`src/mrs_pkg.sv`:
```
`default_nettype none
package mrs_pkg;
  // Clock and timing
  localparam int unsigned CLK_KHZ       = 20000;
  localparam int unsigned T_INT_TMO_MS  = 140;
  localparam int unsigned T_CAP_TMO_US  = 50;
  // Least times round up to whole cycles
  localparam int unsigned INT_TMO_CYC   = CLK_KHZ * T_INT_TMO_MS;
  localparam int unsigned CAP_TMO_CYC   = (CLK_KHZ * T_CAP_TMO_US + 999) / 1000;
  localparam int unsigned CNT_W         = 24;

  // Register bus
  localparam int unsigned ADDR_W        = 8;
  localparam int unsigned DATA_W        = 32;
  localparam logic [7:0]  OFF_STATUS    = 8'h00;
  localparam logic [7:0]  OFF_MASK      = 8'h04;
  localparam logic [7:0]  OFF_LEVEL     = 8'h08;
  localparam logic [7:0]  OFF_CAP_TMO   = 8'h0C;
  localparam logic [7:0]  OFF_COUNT     = 8'h10;

  // Status / mask layout
  localparam int unsigned NUM_CH        = 4;
  localparam int unsigned EV_W          = 6;
  localparam int unsigned EV_CH_LO      = 0;
  localparam int unsigned EV_RST_ASSERT = 4;
  localparam int unsigned EV_RST_RELEAS = 5;

  // Level register layout
  localparam int unsigned LV_SENSE_LO   = 0;
  localparam int unsigned LV_MCLR       = 4;
  localparam int unsigned LV_MARGIN     = 5;
  localparam int unsigned LV_BAND       = 6;
  localparam int unsigned LV_TSEL       = 7;
  localparam int unsigned LV_STATE_LO   = 8;
  localparam int unsigned LV_RESET      = 10;
  localparam int unsigned LV_W          = 11;

  // Synchroniser bit layout and idle values
  localparam int unsigned SY_W          = 8;
  localparam int unsigned SY_MCLR       = 4;
  localparam int unsigned SY_MARGIN     = 5;
  localparam int unsigned SY_BAND       = 6;
  localparam int unsigned SY_TSEL       = 7;
  // Sense rests above threshold so no flag pulses low after reset
  localparam logic [7:0]  SY_RST_VAL    = 8'hBF;

  // Reset values
  localparam logic [EV_W-1:0]  MASK_RST    = 6'h00;
  localparam logic [CNT_W-1:0] CAP_TMO_RST = CAP_TMO_CYC[CNT_W-1:0];

  typedef enum logic [1:0] {
    ST_HOLD    = 2'b00,
    ST_COUNT   = 2'b01,
    ST_RELEASE = 2'b10
  } mrs_state_t;
endpackage
`default_nettype wire

```
`src/mrs_sync.sv`:
```
`default_nettype none
module mrs_sync #(
  parameter int unsigned       W       = 8,
  parameter logic [W-1:0]      RST_VAL = '0
) (
  // Clock and reset
  input  wire logic         clk,
  input  wire logic         rst,
  // Data
  input  wire logic [W-1:0] d,
  output var  logic [W-1:0] q
);
  logic [W-1:0] meta_q;

  always_ff @(posedge clk or posedge rst) begin
    if (rst) begin
      meta_q <= RST_VAL;
      q      <= RST_VAL;
    end else begin
      meta_q <= d;
      q      <= meta_q;
    end
  end
endmodule // mrs_sync
`default_nettype wire

```
`src/mrs_supervisor.sv`:
```
// Notes on behaviour
// RULE_01 - Margin low forces every output high; the code forces only the four flags and RESET_N, not IRQ
// RULE_02 - Channel flag follows its own sense input
// RULE_03 - Reset low on any fault or clear
// RULE_04 - Reset held one full timeout after clear
// RULE_05 - Band select strapped low 5%, high 10%
// RULE_06 - Manual clear active low, pulled up outside
// RULE_07 - Timeout pin high selects internal 140 ms
// RULE_08 - New fault during count restarts full timeout
`default_nettype none
module mrs_supervisor
  import mrs_pkg::*;
#(
  parameter int unsigned INT_TMO = INT_TMO_CYC
) (
  // Clock and reset
  input  wire logic              CLK,
  input  wire logic              SYS_RST,
  // Comparator results, high while above threshold
  input  wire logic              SENSE_INPUT_1,
  input  wire logic              SENSE_INPUT_2,
  input  wire logic              SENSE_INPUT_3,
  input  wire logic              SENSE_INPUT_4,
  // Straps and control pins
  input  wire logic              MANUAL_CLEAR_N,
  input  wire logic              MARGIN_N,
  input  wire logic              THRESHOLD_BAND_SELECT,
  input  wire logic              TIMEOUT_SELECT_PIN,
  // Supervisor outputs
  output var  logic              CHANNEL_FLAG_1_N,
  output var  logic              CHANNEL_FLAG_2_N,
  output var  logic              CHANNEL_FLAG_3_N,
  output var  logic              CHANNEL_FLAG_4_N,
  output var  logic              RESET_N,
  // Register port
  input  wire logic [ADDR_W-1:0] REG_ADDR,
  input  wire logic [DATA_W-1:0] REG_WDATA,
  input  wire logic              REG_WR,
  input  wire logic              REG_RD,
  output var  logic [DATA_W-1:0] REG_RDATA,
  // Interrupt
  output var  logic              IRQ
);

  if (INT_TMO < 1 || INT_TMO >= (1 << CNT_W)) begin : g_chk
    $error("INT_TMO must fit the timeout counter");
  end

  localparam logic [CNT_W-1:0] INT_LIMIT = INT_TMO[CNT_W-1:0];

  // Input synchronisation
  logic [SY_W-1:0] pins_s;

  mrs_sync #(
    .W       (SY_W),
    .RST_VAL (SY_RST_VAL)
  ) u_sync (
    .clk (CLK),
    .rst (SYS_RST),
    .d   ({TIMEOUT_SELECT_PIN, THRESHOLD_BAND_SELECT, MARGIN_N, MANUAL_CLEAR_N,
           SENSE_INPUT_4, SENSE_INPUT_3, SENSE_INPUT_2, SENSE_INPUT_1}),
    .q   (pins_s)
  );

  logic [NUM_CH-1:0] sense_ok;
  logic              mclr_n;
  logic              margin_n;
  logic              band_sel;
  logic              tsel;
  logic              fault;

  assign sense_ok = pins_s[NUM_CH-1:0];
  assign mclr_n   = pins_s[SY_MCLR];
  assign margin_n = pins_s[SY_MARGIN];
  assign band_sel = pins_s[SY_BAND];
  assign tsel     = pins_s[SY_TSEL];
  // Band only picks the analog thresholds; it is reported, not acted on
  assign fault    = ~(&sense_ok) | ~mclr_n; // RULE_03 RULE_06

  // Per-channel flags
  logic [NUM_CH-1:0] flag_q;
  logic [NUM_CH-1:0] sense_prev_q;

  for (genvar i = 0; i < NUM_CH; i++) begin : g_ch
    always_ff @(posedge CLK or posedge SYS_RST) begin
      if (SYS_RST) begin
        flag_q[i] <= 1'b1;
      end else begin
        flag_q[i] <= sense_ok[i] | ~margin_n; // RULE_02 RULE_01
      end
    end
  end

  assign CHANNEL_FLAG_1_N = flag_q[0];
  assign CHANNEL_FLAG_2_N = flag_q[1];
  assign CHANNEL_FLAG_3_N = flag_q[2];
  assign CHANNEL_FLAG_4_N = flag_q[3];

  always_ff @(posedge CLK or posedge SYS_RST) begin
    if (SYS_RST) begin
      sense_prev_q <= SY_RST_VAL[NUM_CH-1:0];
    end else begin
      sense_prev_q <= sense_ok;
    end
  end

  // Reset sequencer
  mrs_state_t       state_q;
  mrs_state_t       state_d;
  logic [CNT_W-1:0] cnt_q;
  logic [CNT_W-1:0] cnt_d;
  logic [CNT_W-1:0] limit;
  logic [CNT_W-1:0] cap_tmo_q;
  logic             reset_n_q;
  logic             cnt_done;

  // Capacitor timing is out of reach here; software sets its cycle count
  assign limit    = tsel ? INT_LIMIT : cap_tmo_q; // RULE_07
  // Compare with >= so a limit lowered mid-count cannot hang the sequencer
  assign cnt_done = (cnt_q + 24'h000001) >= limit;

  always_comb begin
    state_d = state_q;
    cnt_d   = cnt_q;
    unique case (state_q)
      ST_HOLD: begin
        cnt_d = '0;
        if (!fault) begin
          state_d = ST_COUNT;
        end
      end
      ST_COUNT: begin
        if (fault) begin
          state_d = ST_HOLD; // RULE_08
          cnt_d   = '0;
        end else if (cnt_done) begin
          state_d = ST_RELEASE; // RULE_04
          cnt_d   = '0;
        end else begin
          cnt_d = cnt_q + 24'h000001;
        end
      end
      ST_RELEASE: begin
        if (fault) begin
          state_d = ST_HOLD; // RULE_03
        end
      end
      default: begin
        state_d = ST_HOLD;
        cnt_d   = '0;
      end
    endcase
  end

  always_ff @(posedge CLK or posedge SYS_RST) begin
    if (SYS_RST) begin
      state_q <= ST_HOLD;
      cnt_q   <= '0;
    end else begin
      state_q <= state_d;
      cnt_q   <= cnt_d;
    end
  end

  // Sequencer keeps running under margin so release timing stays honest
  always_ff @(posedge CLK or posedge SYS_RST) begin
    if (SYS_RST) begin
      reset_n_q <= 1'b0;
    end else begin
      reset_n_q <= (state_d == ST_RELEASE) | ~margin_n; // RULE_04 RULE_01
    end
  end

  assign RESET_N = reset_n_q;

  // Register file
  logic [EV_W-1:0]   status_q;
  logic [EV_W-1:0]   mask_q;
  logic [EV_W-1:0]   events;
  logic [EV_W-1:0]   w1c;
  logic [DATA_W-1:0] rdata_q;
  logic              irq_q;
  logic [LV_W-1:0]   level;

  assign events[EV_CH_LO +: NUM_CH] = sense_prev_q & ~sense_ok;
  assign events[EV_RST_ASSERT]      = (state_q != ST_HOLD) && (state_d == ST_HOLD);
  assign events[EV_RST_RELEAS]      = (state_q == ST_COUNT) && (state_d == ST_RELEASE);
  assign w1c = (REG_WR && REG_ADDR == OFF_STATUS) ? REG_WDATA[EV_W-1:0] : '0;

  // Set beats clear so an event in the clearing cycle survives
  always_ff @(posedge CLK or posedge SYS_RST) begin
    if (SYS_RST) begin
      status_q <= '0;
    end else begin
      status_q <= (status_q & ~w1c) | events;
    end
  end

  always_ff @(posedge CLK or posedge SYS_RST) begin
    if (SYS_RST) begin
      mask_q    <= MASK_RST;
      cap_tmo_q <= CAP_TMO_RST;
    end else if (REG_WR) begin
      if (REG_ADDR == OFF_MASK) begin
        mask_q <= REG_WDATA[EV_W-1:0];
      end
      if (REG_ADDR == OFF_CAP_TMO) begin
        cap_tmo_q <= REG_WDATA[CNT_W-1:0];
      end
    end
  end

  assign level = {reset_n_q, state_q, tsel, band_sel, margin_n, mclr_n, sense_ok};

  // Read data stands only in the cycle after the strobe
  always_ff @(posedge CLK or posedge SYS_RST) begin
    if (SYS_RST) begin
      rdata_q <= '0;
    end else if (REG_RD) begin
      unique case (REG_ADDR)
        OFF_STATUS:  rdata_q <= {{(DATA_W-EV_W){1'b0}}, status_q};
        OFF_MASK:    rdata_q <= {{(DATA_W-EV_W){1'b0}}, mask_q};
        OFF_LEVEL:   rdata_q <= {{(DATA_W-LV_W){1'b0}}, level};
        OFF_CAP_TMO: rdata_q <= {{(DATA_W-CNT_W){1'b0}}, cap_tmo_q};
        OFF_COUNT:   rdata_q <= {{(DATA_W-CNT_W){1'b0}}, cnt_q};
        default:     rdata_q <= '0;
      endcase
    end else begin
      rdata_q <= '0;
    end
  end

  assign REG_RDATA = rdata_q;

  always_ff @(posedge CLK or posedge SYS_RST) begin
    if (SYS_RST) begin
      irq_q <= 1'b0;
    end else begin
      irq_q <= |(status_q & mask_q);
    end
  end

  assign IRQ = irq_q;

endmodule // mrs_supervisor
`default_nettype wire

```
`config.mk`:
```
export PLATFORM = sky130hd
export DESIGN_NAME = mrs_supervisor
export DESIGN_NICKNAME = d
export VERILOG_FILES = /design/src/mrs_pkg.sv /design/src/mrs_sync.sv /design/src/mrs_supervisor.sv
export SDC_FILE = /design/constraint.sdc
export NUM_CORES = 1
export LEC_CHECK = 0
export BUFFER_PORTS_ARGS = -buffer_cell sky130_fd_sc_hd__buf_2
export CORE_MARGIN = 5
export CORE_UTILIZATION = 35
export DETAILED_ROUTE_END_ITERATION = 7
export GPL_ROUTABILITY_DRIVEN = 0
export PLACE_DENSITY = 0.51
export SYNTH_ARGS = -nofsm -noshare
export SYNTH_HDL_FRONTEND = slang
export SYNTH_SLANG_ARGS = --single-unit
```
`constraint.sdc`:
```
create_clock -name CLK -period 4.1 [get_ports CLK]
set_input_delay 0.615 -clock CLK [delete_from_list [all_inputs] [get_ports CLK]]
set_output_delay 0.615 -clock CLK [all_outputs]
set_load 0.005 [all_outputs]
```
[Word level (Yosys, flattened, before mapping)]
Cells that the tools add are included.
Word-level totals
  register bits after elaboration: 120
  input port bits: 52
  output and inout port bits: 38
  logic and storage cells: 62
Cells by class
  $add $sub $neg: 1
  magnitude comparators: 1
  equality and inequality tests: 7
  muxes and demuxes: 12
  bitwise logic cells: 15
  reductions and logical operators: 11
Operators with widths (number)
  one-hot mux 24 bit (5 select lines): 1
  two-way mux 24 bit: 3
  one-hot mux 24 bit (2 select lines): 1
  two-way mux 32 bit: 1
  adder 24 x 1 -> 24 bit, second input constant: 1
  >= comparator 24 bit: 1
  == test 8 x 4 -> 1 bit, second input constant: 2
  AND 6 bit: 2
  == test 8 x 3 -> 1 bit, second input constant: 1
  == test 8 x 5 -> 1 bit, second input constant: 1
  logical NOT 8 bit: 1
  two-way mux 2 bit: 4
  two-way mux 6 bit: 1
  inverter 6 bit: 1
  OR 1 bit: 6
  OR 6 bit: 1
  one-hot mux 2 bit (3 select lines): 1
  OR reduction 6 bit: 1
  AND 4 bit: 1
  == test 2 bit, second input constant: 2
  logical NOT 2 bit: 2
  inverter 4 bit: 1
  AND reduction 2 bit: 2
  AND reduction 4 bit: 1
  other kinds (4): 8

[Depth between registers and ports, before layout]
Gate-level depths: netlist (run 1).
  depth after elaboration: 8
  gate-level depth with buffers: 15
  mapped depth without buffers: 14

[By module]
From an unflattened synthesis (run 1), not the netlist that was laid out.
Unflattened totals
  cells, all modules: 523
  area total of the unflattened synthesis: 5571.6 um^2
By module, submodules not included
  mrs_supervisor: instances 1, cells each 506, area each 5149.9 um^2, seq. area each 2419.8 um^2
  mrs_sync: instances 1, cells each 17, area each 421.7 um^2, seq. area each 417.9 um^2

[Least setup slack after synthesis (run 1)]
No wires, ideal clock.
  kind: register -> register
  start point: reg cnt_q[0]
  end point: reg cnt_q[1]
  library setup time: 0.121 ns
  data arrival time: 3.166 ns
  required time: 3.979 ns
  slack: 0.813 ns
  stages on the path, launching flop included: 16
  buffers on the path: 1
  period minus slack after synthesis: 3.287 ns
  path through: dfrtp_1 ha_1 nand4_1 nor2_1 and3_2 nand2_1 or4b_4 nand2_1 ha_1 nand4_1 nor2_1 nand3_1 o21bai_1 nor2_2 buf_2 a22o_1
On the way
  cells in the longest elaborated chain, start to end: 5
RTL lines
  from (decl): line mrs_supervisor.sv:110  | logic [CNT_W-1:0] cnt_q;
  from (signal assigned): line mrs_supervisor.sv:161  | cnt_q <= cnt_d;
  adder 24 x 1 -> 24 bit (*): line mrs_supervisor.sv:120, mrs_supervisor.sv:140
  >= comparator 24 bit: line mrs_supervisor.sv:120  | assign cnt_done = (cnt_q + 24'h000001) >= limit;
  two-way mux 24 bit (*): line mrs_supervisor.sv:136  | end else if (cnt_done) begin
  two-way mux 24 bit (*): line mrs_supervisor.sv:133  | if (fault) begin
  one-hot mux 24 bit (2 select lines) (*): line mrs_supervisor.sv:125  | unique case (state_q)
Mark *: on every way between the ends. The rest lies on a longest branch, timed or not.
A chain may end at the register's enable or synchronous reset.

[Final worst setup path (run 1)]
  start point: reg cnt_q[0]
  end point: reg cnt_q[15]
The elaborated chain is that of the path after synthesis.

==> results.ini, run 1 <==
[synthesis]
netlist.top_cell.by_area=dfrtp_1
yosys_register_bits=112
async_flop_share_pct=100.0
ys.flop_type=dfrtp_1
synth_area_um2=5464
yosys-top-cells-area=dfrtp_1, dfstp_2, ha_1, mux2_4, a22o_1
avgSynthCellArea_um2=11.34
syn_inst=482
yosys_warnings=0
synth.distinct_cells=50
yosysSeqAreaShare_pct=51.93
synth_top_area_share_pct=38.47
synth_edf_count=0

[final_layout]
n_fill_cell=1505
final_cell_mix=dfrtp_1, buf_2, nor2_1, nand2_1, dfstp_2
num_antenna_cells=0
post-route-util_pct=41.77
area_growth_pct=16.65
final_nets=631
layout-drive-gt1-share_pct=30.23
final_common_cell=dfrtp_1
design_area_um2=6374

[timing]
min_period_over_period_pct=90.55
slew_headroom_pct=27.82
holdWs_ns=0.3410
layout_min_cycle_time_ns=3.713
drv_slew=0
rsz0062_at_grt=no
max_freq_mhz=269.3
worst_slew_pin_slew_ns=1.080
setup_violations=0
hold_viol=0
skew_ns=0.007647
finalSetupTns_ns=0

[power_and_ir_drop]
vdd.ir_drop.worst_v=0.0002067
p_leak_uw=0.003050
p_seq_share_pct=51.6
p_clk_share_pct=43.5
p_int_uw=1746
p_sw_uw=525.1
p_per_area_nw_per_um2=356.4
pwr-share-comb_pct=4.8
swShare_pct=23.12

[route]
postRouteAntennaNets=0
via_per_inst=5.235
firstDrtPassIters=5
drc_errors=0
drtIter0Drc=397
wl_per_cell_um=18.78
wl_mm=14.46
dr_total_vias=4031

[floorplanning]
die_w_um=134.9
die-area_um2=18210
row_count=45
fp.dieH_um=134.9
initial_core_util_pct=35.81
coreArea_um2=15260
ios=90

[clock_network]
htreeDepth=3
cts_sinks=112
postCtsSetupBuffers=0
ctsHoldBuffers=0
path_clk_slew_ns=0.08
cts_tree=built
cts_resized=0
cts_buffer_depth=2
cts_buffers=9
cts-root-buf=clkbuf_16
clk_latency_ns=0.36

[setup_path]
cp_max_fo=7
crit_path_start=cnt_q[0]
critPathKind=reg -> reg
cp-end-kind=register
critPathSlowestCell=or4b_4
worstPathRequired_ns=4.35
crit_chain=ha_1 -> nand4_1 -> nor2_1 -> and3_2 -> nand2_1 -> or4b_4 -> nand2_1 -> ha_1 -> nand4_1 -> nor2_1 -> nand3_1 -> o21bai_1 -> nor2_2 -> buf_4 -> a221o_1
critical_path_arrival_ns=3.96
r2r-start=cnt_q[0]
slowest_delay_ns=0.53
start_kind=register

[placed_design]
placed_area_um2=6040
dpl.hpwl_mm=10.61
portBuffers=73

[hold_path]
hp-class=in -> reg
min_from=SENSE_INPUT_4

[flow_run]
drv_cap=0

[global_route]
grtUsageTotal_pct=16.54
grt_overflow=0
grt_pass1_vias=4240
grt_pass1_wl_mm=23.35
grt_antenna_before_repair=0
grt_max_degree=69

[run_status]
status=completed

## through the flow
| stage | setup WS [ns] | cells | total power, uW |
|---|---|---|---|
| after floorplan | 0.5723 | 489 | 1252 |
| after global placement | 0.5015 | 754 | 1303 |
| after detailed placement | 0.4524 | 754 | 1306 |
| after CTS | 0.4267 | 770 | 2301 |
| after global routing | 0.08381 | 770 | 2357 |
| final | 0.3873 | 770 | 2271 |
## sequential cells by signal (all words and copies together), names as in the netlist
name / cells
cnt_q: 24
status_q: 6
state_q: 2
CHANNEL_FLAG_1_N: 1
u_sync.meta_q: 8
u_sync.q: 8
IRQ: 1
CHANNEL_FLAG_3_N: 1
REG_RDATA: 24
mask_q: 6
cap_tmo_q: 24
CHANNEL_FLAG_4_N: 1
CHANNEL_FLAG_2_N: 1
sense_prev_q: 4
RESET_N: 1
## metal layers
metal	part of all wire, %	track usage [%]	vias to the layer above
li1	-	-	1873
met1	44	21.25	2013
met2	48	28.21	129
met3	6.1	3.875	16
met4	1.4	4.199	0
met5	0	0	-
## cell families (layout without fill, tap and decap cells)
| group | Yosys count | in the layout | share of synthesized area [%] |
|---|---|---|---|
| mux | 30 | 30 | 7.557 |
| flops | 112 | 112 | 51.94 |
| compound gates | 100 | 100 | 13.88 |
| fa+ha+maj | 25 | 25 | 5.725 |
| other cells | 1 | 8 | 0.06863 |
| buf+inv | 40 | 110 | 3.847 |
| simple gates | 158 | 158 | 14.43 |
| xor+xnor | 16 | 16 | 2.565 |
## final timing paths
path	cells after the start	endpoint	slack, ns
min reg2reg	0	u_sync.q[6]	0.35
max	15	cnt_q[15]	0.39
min	1	u_sync.meta_q[3]	0.34
min in group asynchronous	2	u_sync.meta_q[6]	0.43
max reg2reg	15	cnt_q[15]	0.39
max in group asynchronous	3	CHANNEL_FLAG_1_N	2.79
## critical path: cells and delay by family, from the launching register on
kind,cells,cell delay (ns)
fa+ha+maj,2,0.43
simple gates,10,1.93
buf+inv,1,0.17
flops,1,0.48
compound gates,2,0.56
## final cells by class
type                            instances  area, um2  area share (%)
Clock buffer                            9      225.2           3.534
Clock inverter                          7      108.9           1.708
Tap cell                              211      264.0           4.142
Timing Repair Buffer                   86      462.9           7.263
Inverter                                8      32.53          0.5104
Multi-Input combinational cell        337       2442           38.32
Sequential cell                       112       2838           44.52
## power groups by stage
stage	Sequential (uW)	Clock, uW	Combinational [uW]
finish	1170	989	110
CTS	1170	1020	113
floorplan	1180	0	71.2
global route	1180	1050	126
global placement	1190	0	110
detailed placement	1190	0	112
## cells in the mapped netlist, types with 8 or more instances
cell and n:
mux2_2 10, a21o_1 8, ha_1 25, a21oi_1 15
nor2_1 46, a22o_1 20, mux2_4 20, clkbuf_1 11
nand2_1 41, xnor2_1 8, buf_4 9, a222oi_1 11
inv_1 8, xor2_1 8, dfstp_2 28, buf_2 9
nand2b_1 17, nor3_1 8, dfrtp_1 84, nand4_1 11
a22oi_1 22, nand3_1 9
Note: power is estimated with default switching activity, not from simulation.
==> run 2: changes to the inputs <==
--- a/config.mk
+++ b/config.mk
@@ -5,12 +5,14 @@
 export SDC_FILE = /design/constraint.sdc
 export NUM_CORES = 1
 export LEC_CHECK = 0
+export ABC_AREA = 1
 export BUFFER_PORTS_ARGS = -buffer_cell sky130_fd_sc_hd__buf_2
 export CORE_MARGIN = 5
 export CORE_UTILIZATION = 35
 export DETAILED_ROUTE_END_ITERATION = 7
 export GPL_ROUTABILITY_DRIVEN = 0
 export PLACE_DENSITY = 0.51
+export SLEW_MARGIN = 20
 export SYNTH_ARGS = -nofsm -noshare
 export SYNTH_HDL_FRONTEND = slang
 export SYNTH_SLANG_ARGS = --single-unit
==> results.ini, run 2 <==
[power_and_ir_drop]
vdd.ir_drop.worst_v=0.0002317
p_per_area_nw_per_um2=328.6
p_leak_uw=0.003347

[setup_path]
cp_max_fo=13
critical_path_arrival_ns=3.57
reg2reg_slack_ns=0.78
worstRegToRegCells=18
critPathKind=reg -> reg
start_kind=register
crit_path_start=cnt_q[0]
r2r-end=cnt_q[2]
cp-end-kind=register
worstSetupEndpoint=cnt_q[2]
worstPathRequired_ns=4.35
r2r-start=cnt_q[0]

[global_route]
grtUsageTotal_pct=15.99
grt_max_degree=42
grt_antenna_before_repair=0
grt_pass1_vias=5057
grt_overflow=0
grt_pass1_wl_mm=25.06

[hold_path]
hp-class=in -> async

[route]
via_per_inst=4.720
firstDrtPassIters=5
drc_errors=0
dr_total_vias=4682
postRouteAntennaNets=0
wl_mm=14.95
drtIter0Drc=180
wl_per_cell_um=15.07

[clock_network]
cts_tree=built
postCtsSetupBuffers=0
cts_buffers=9
path_clk_slew_ns=0.08
cts-root-buf=clkbuf_16
cts_buffer_depth=2
cts_resized=0
htreeDepth=3
ctsHoldBuffers=0
cts_sinks=112
clk_latency_ns=0.37

[synthesis]
yosys_register_bits=112
avgSynthCellArea_um2=8.388
synth_common_cells=nand2_1, dfrtp_1, inv_1
synth_area_um2=5829
synth_top_area_share_pct=36.06
async_flop_share_pct=100.0
yosysSeqAreaShare_pct=48.68
synth_edf_count=0
yosys_warnings=0
syn_inst=695
synth_most_common_cell=nand2_1
yosys-top-cells-area=dfrtp_1, nand2_1, dfstp_2, ha_1, mux2_4
synth.distinct_cells=34
ys.flop_type=dfrtp_1
netlist.top_cell.by_area=dfrtp_1

[final_layout]
layout.cells.non_filler=992
seqCellArea_um2=2838
final_common_cell=nand2_1
final_cell_mix=nand2_1, dfrtp_1, buf_2, inv_1, nor2_1
design_area_um2=6694
num_antenna_cells=0
final_nets=844
multi_input_area_um2=2601
area_growth_pct=14.83
layout-drive-gt1-share_pct=19.69
n_fill_cell=1723

[floorplanning]
fp.dieH_um=139.1
row_count=47
die-area_um2=19340
ios=90
coreArea_um2=16470
initial_core_util_pct=35.40
die_w_um=139.1

[timing]
worst_slew_pin_slew_ns=1.076
hold_viol=0
drv_slew=0
finalSetupTns_ns=0
setup_violations=0
min_period_over_period_pct=80.89
holdWs_ns=0.2583
slew_headroom_pct=28.21
max_freq_mhz=301.5
layout_min_cycle_time_ns=3.316
skew_ns=0.01347
rsz0062_at_grt=no

[run_status]
status=completed

[flow_run]
drv_cap=0

[placed_design]
place_inst=976
dpl.hpwl_mm=11.44
placed_area_um2=6390
portBuffers=73

run 2: cell types whose count changed after synthesis, sizes merged, moves of 19 or more:
cell   previous run  this run
o21ai             6        31
nor2             47        70
inv               8        68
nand2            42       246
a22o             20         1
a22oi            22         0
run 2: cell type report:
type	count	share of cell area [%]
clock buffers	9	3.364
inverters	70	3.963
clock inverters	7	1.178
well taps	220	4.112
flip-flops and latches	112	42.39
repair buffers	79	6.131
multi-input cells	495	38.86
run 2: report_power, final:
| part | total [uW] | internal [uW] | switching [uW] | leakage [uW] |
|---|---|---|---|---|
| Sequential | 1170 | 1140 | 22.8 | 0.00142 |
| Combinational | 118 | 47.1 | 70.9 | 0.00177 |
| Clock | 914 | 440 | 473 | 0.000151 |
run 2: how the worst min path moves through the flow:
stage | from | end | slack, ns | cells after the start
after floorplan | u_sync.meta_q[6] | u_sync.q[6] | 0.33 | 0
final | SYS_RST | mask_q[1] | 0.26 | 2
after CTS | SYS_RST | mask_q[1] | 0.27 | 2
after global routing | SYS_RST | mask_q[1] | 0.29 | 2
after detailed placement | u_sync.meta_q[6] | u_sync.q[6] | 0.35 | 0
after global placement | u_sync.meta_q[6] | u_sync.q[6] | 0.34 | 0
run 2: layer usage:
layer / routed length [um] / part of all wire (%) / GRT usage [%]
met3: 661 / 4.4 / 4.241
met4: 423 / 2.8 / 5.561
met2: 7360 / 49 / 27.33
met5: 0 / 0 / 0
met1: 6501 / 43 / 19.56
run 2: cells by family after synthesis:
group / Yosys count / synth area share, %
simple gates: 353 / 24.92
flops: 112 / 48.68
buf+inv: 95 / 7.147
compound gates: 79 / 7.384
fa+ha+maj: 25 / 5.366
mux: 18 / 4.636
xor+xnor: 12 / 1.803
other cells: 1 / 0.06433
run 2: critical path: stages, from the launching register on:
cell,delay (ns)
dfrtp_1,0.47
ha_1,0.22
nand2_1,0.09
nor2_1,0.25
nand3b_1,0.23
nor2_1,0.18
nand2_1,0.07
nand2_1,0.06
nand2_1,0.07
ha_1,0.27
nand2_1,0.04
nor2_1,0.14
nand4_1,0.19
nor2_1,0.13
nand2_1,0.06
buf_4,0.19
nand2_1,0.23
buf_4,0.21
o22ai_1,0.08
run 2: metrics by stage:
stage | power (uW) | utilization, % | worst slack [ns]
6_report | 2199 | 40.65 | 0.7836
5_1_grt | 2300 | 40.65 | 0.4906
4_1_cts | 2236 | 40.65 | 0.8356
3_5_place_dp | 1310 | 38.81 | 0.8708
3_3_place_gp | 1306 | 38.81 | 0.9103
2_1_floorplan | 1255 | - | 0.5723
==> run 3: changes to the inputs <==
==> constraint.sdc (replaced) <==
create_clock -name CLK -period 3.25 [get_ports CLK]
set_input_delay 0.4875 -clock CLK [delete_from_list [all_inputs] [get_ports CLK]]
set_output_delay 0.4875 -clock CLK [all_outputs]
set_load 0.005 [all_outputs]
==> results.ini, run 3 (synthesized netlist as in run 2, its figures left out) <==
[run_status]
status=completed

[final_layout]
final_cell_mix=nand2_1, dfrtp_1, buf_2, inv_1, nor2_1
final_nets=846
layout-drive-gt1-share_pct=20.28
num_antenna_cells=0
final_common_cell=nand2_1
area_growth_pct=15.26

[timing]
layout_min_cycle_time_ns=2.908
slew_headroom_pct=62.23
skew_ns=0.009429
max_freq_mhz=343.8
hold_viol=0
drv_slew=0
setup_violations=0
min_period_over_period_pct=89.49
rsz0062_at_grt=no
finalSetupTns_ns=0
worst_slew_pin_slew_ns=0.5659

[route]
wl_per_cell_um=15.05
firstDrtPassIters=5
postRouteAntennaNets=0
via_per_inst=4.754
drtIter0Drc=246
dr_total_vias=4725
drc_errors=0
wl_mm=14.96

[global_route]
grtUsageTotal_pct=16.02
grt_max_degree=48
grt_antenna_before_repair=0
grt_pass1_wl_mm=24.95
grt_overflow=0
grt_pass1_vias=4872

[setup_path]
cp_common_cell=nand2_1
slowest_delay_ns=0.42
cp-end-kind=register
critPathKind=reg -> reg
worst-path-buf-inv=1
critPathSlowestCell=dfrtp_2
cp_max_fo=9
critical_path_arrival_ns=3.15
worstPathRequired_ns=3.49
crit_chain=ha_1 -> nand2_1 -> nor2_2 -> nand3b_1 -> o21ai_0 -> nand2_1 -> ha_1 -> nand2_1 -> nor2_1 -> nand4_1 -> nor2_1 -> nand2_1 -> nand2_1 -> buf_4 -> o22ai_1
start_kind=register
crit_family=simple AND/OR/NAND/NOR gates

[floorplanning]
row_count=47
ios=90
fp.dieH_um=139.1
initial_core_util_pct=35.40
die-area_um2=19340
coreArea_um2=16470
die_w_um=139.1

[clock_network]
clk_latency_ns=0.36
cts_sinks=112
cts_tree=built
htreeDepth=3
cts-root-buf=clkbuf_16
cts_buffers=9
cts_buffer_depth=2
postCtsSetupBuffers=0
path_clk_slew_ns=0.08

[hold_path]
hp-class=in -> async

[power_and_ir_drop]
p_leak_uw=0.003351
vdd.ir_drop.worst_v=0.0003094
finalPower_uw=2740
p_per_area_nw_per_um2=407.7

[placed_design]
dpl.hpwl_mm=11.53
portBuffers=73

[flow_run]
drv_cap=0

-- run 3: cell count changes in the layout (fill, tap and decap cells not counted), sizes merged --
cell / previous run / this run
buf: 79 / 81
clkinv: 3 / 4
clkinvlp: 0 / 1
inv: 74 / 72
-- run 3: metal layers --
metal	routed length [um]	up-vias	part of all wire [%]	global-route usage [%]
met1	6480	2244	43	19.98
li1	-	2345	-	-
met4	426	0	2.8	6.282
met5	0	-	0	0
met3	662	25	4.4	3.379
met2	7392	111	49	27.21
-- run 3: through the flow --
step	instance area [um2]	instances	utilization [%]	hold WS [ns]	setup slack (ns)
3_3_place_gp	6419	978	38.98	0.3436	0.3006
6_report	6719	994	40.81	0.1675	0.3417
5_1_grt	6719	994	40.81	0.1906	0.02450
3_5_place_dp	6419	978	38.98	0.3424	0.2353
4_1_cts	6713	994	40.77	0.1690	0.2322
2_1_floorplan	5859	702	-	0.3312	0.6548
-- run 3: layout make-up --
type | instances | area [um2]
fillers | 1724 | 9747
clock buffers | 9 | 225.2
clock inverters | 7 | 68.82
well taps | 220 | 275.3
flip-flops and latches | 112 | 2839
inverters | 70 | 266.5
multi-input cells | 495 | 2606
repair buffers | 81 | 437.9
-- run 3: worst reg2reg max path: cells and delay by family (launching register included) --
| kind | cells | cell delay, ns |
|---|---|---|
| adders and majority gates | 2 | 0.49 |
| DFF | 1 | 0.42 |
| and+or+nand+nor | 10 | 1.36 |
| buffers and inverters | 1 | 0.21 |
| AOI/OAI and AO/OA | 2 | 0.30 |
-- run 3: worst paths after layout --
check / start / endpoint / slack [ns] / cells after the start
min in group CLK: MARGIN_N / u_sync.meta_q[5] / 0.21 / 1
worst max register to register: cnt_q[0] / cnt_q[2] / 0.34 / 15
max in group asynchronous: SYS_RST / cnt_q[20] / 2.37 / 3
worst min-delay path: SYS_RST / REG_RDATA[1] / 0.17 / 2
worst max-delay path: cnt_q[0] / cnt_q[2] / 0.34 / 15
worst min register to register: u_sync.meta_q[6] / u_sync.q[6] / 0.36 / 0
-- run 3: what timing repair did --
item	4_1_cts	5_1_grt
hold buffers	0	0
resized for setup	0	3
endpoints found under the setup margin	0	24
-- run 3: power by group --
part	switching [uW]	leakage, uW	internal, uW	total (uW)
Clock	569	0.000146	543	1110
Sequential	29.7	0.00142	1440	1470
Combinational	90.7	0.00178	61.9	153
Total	690	0.00335	2050	2740
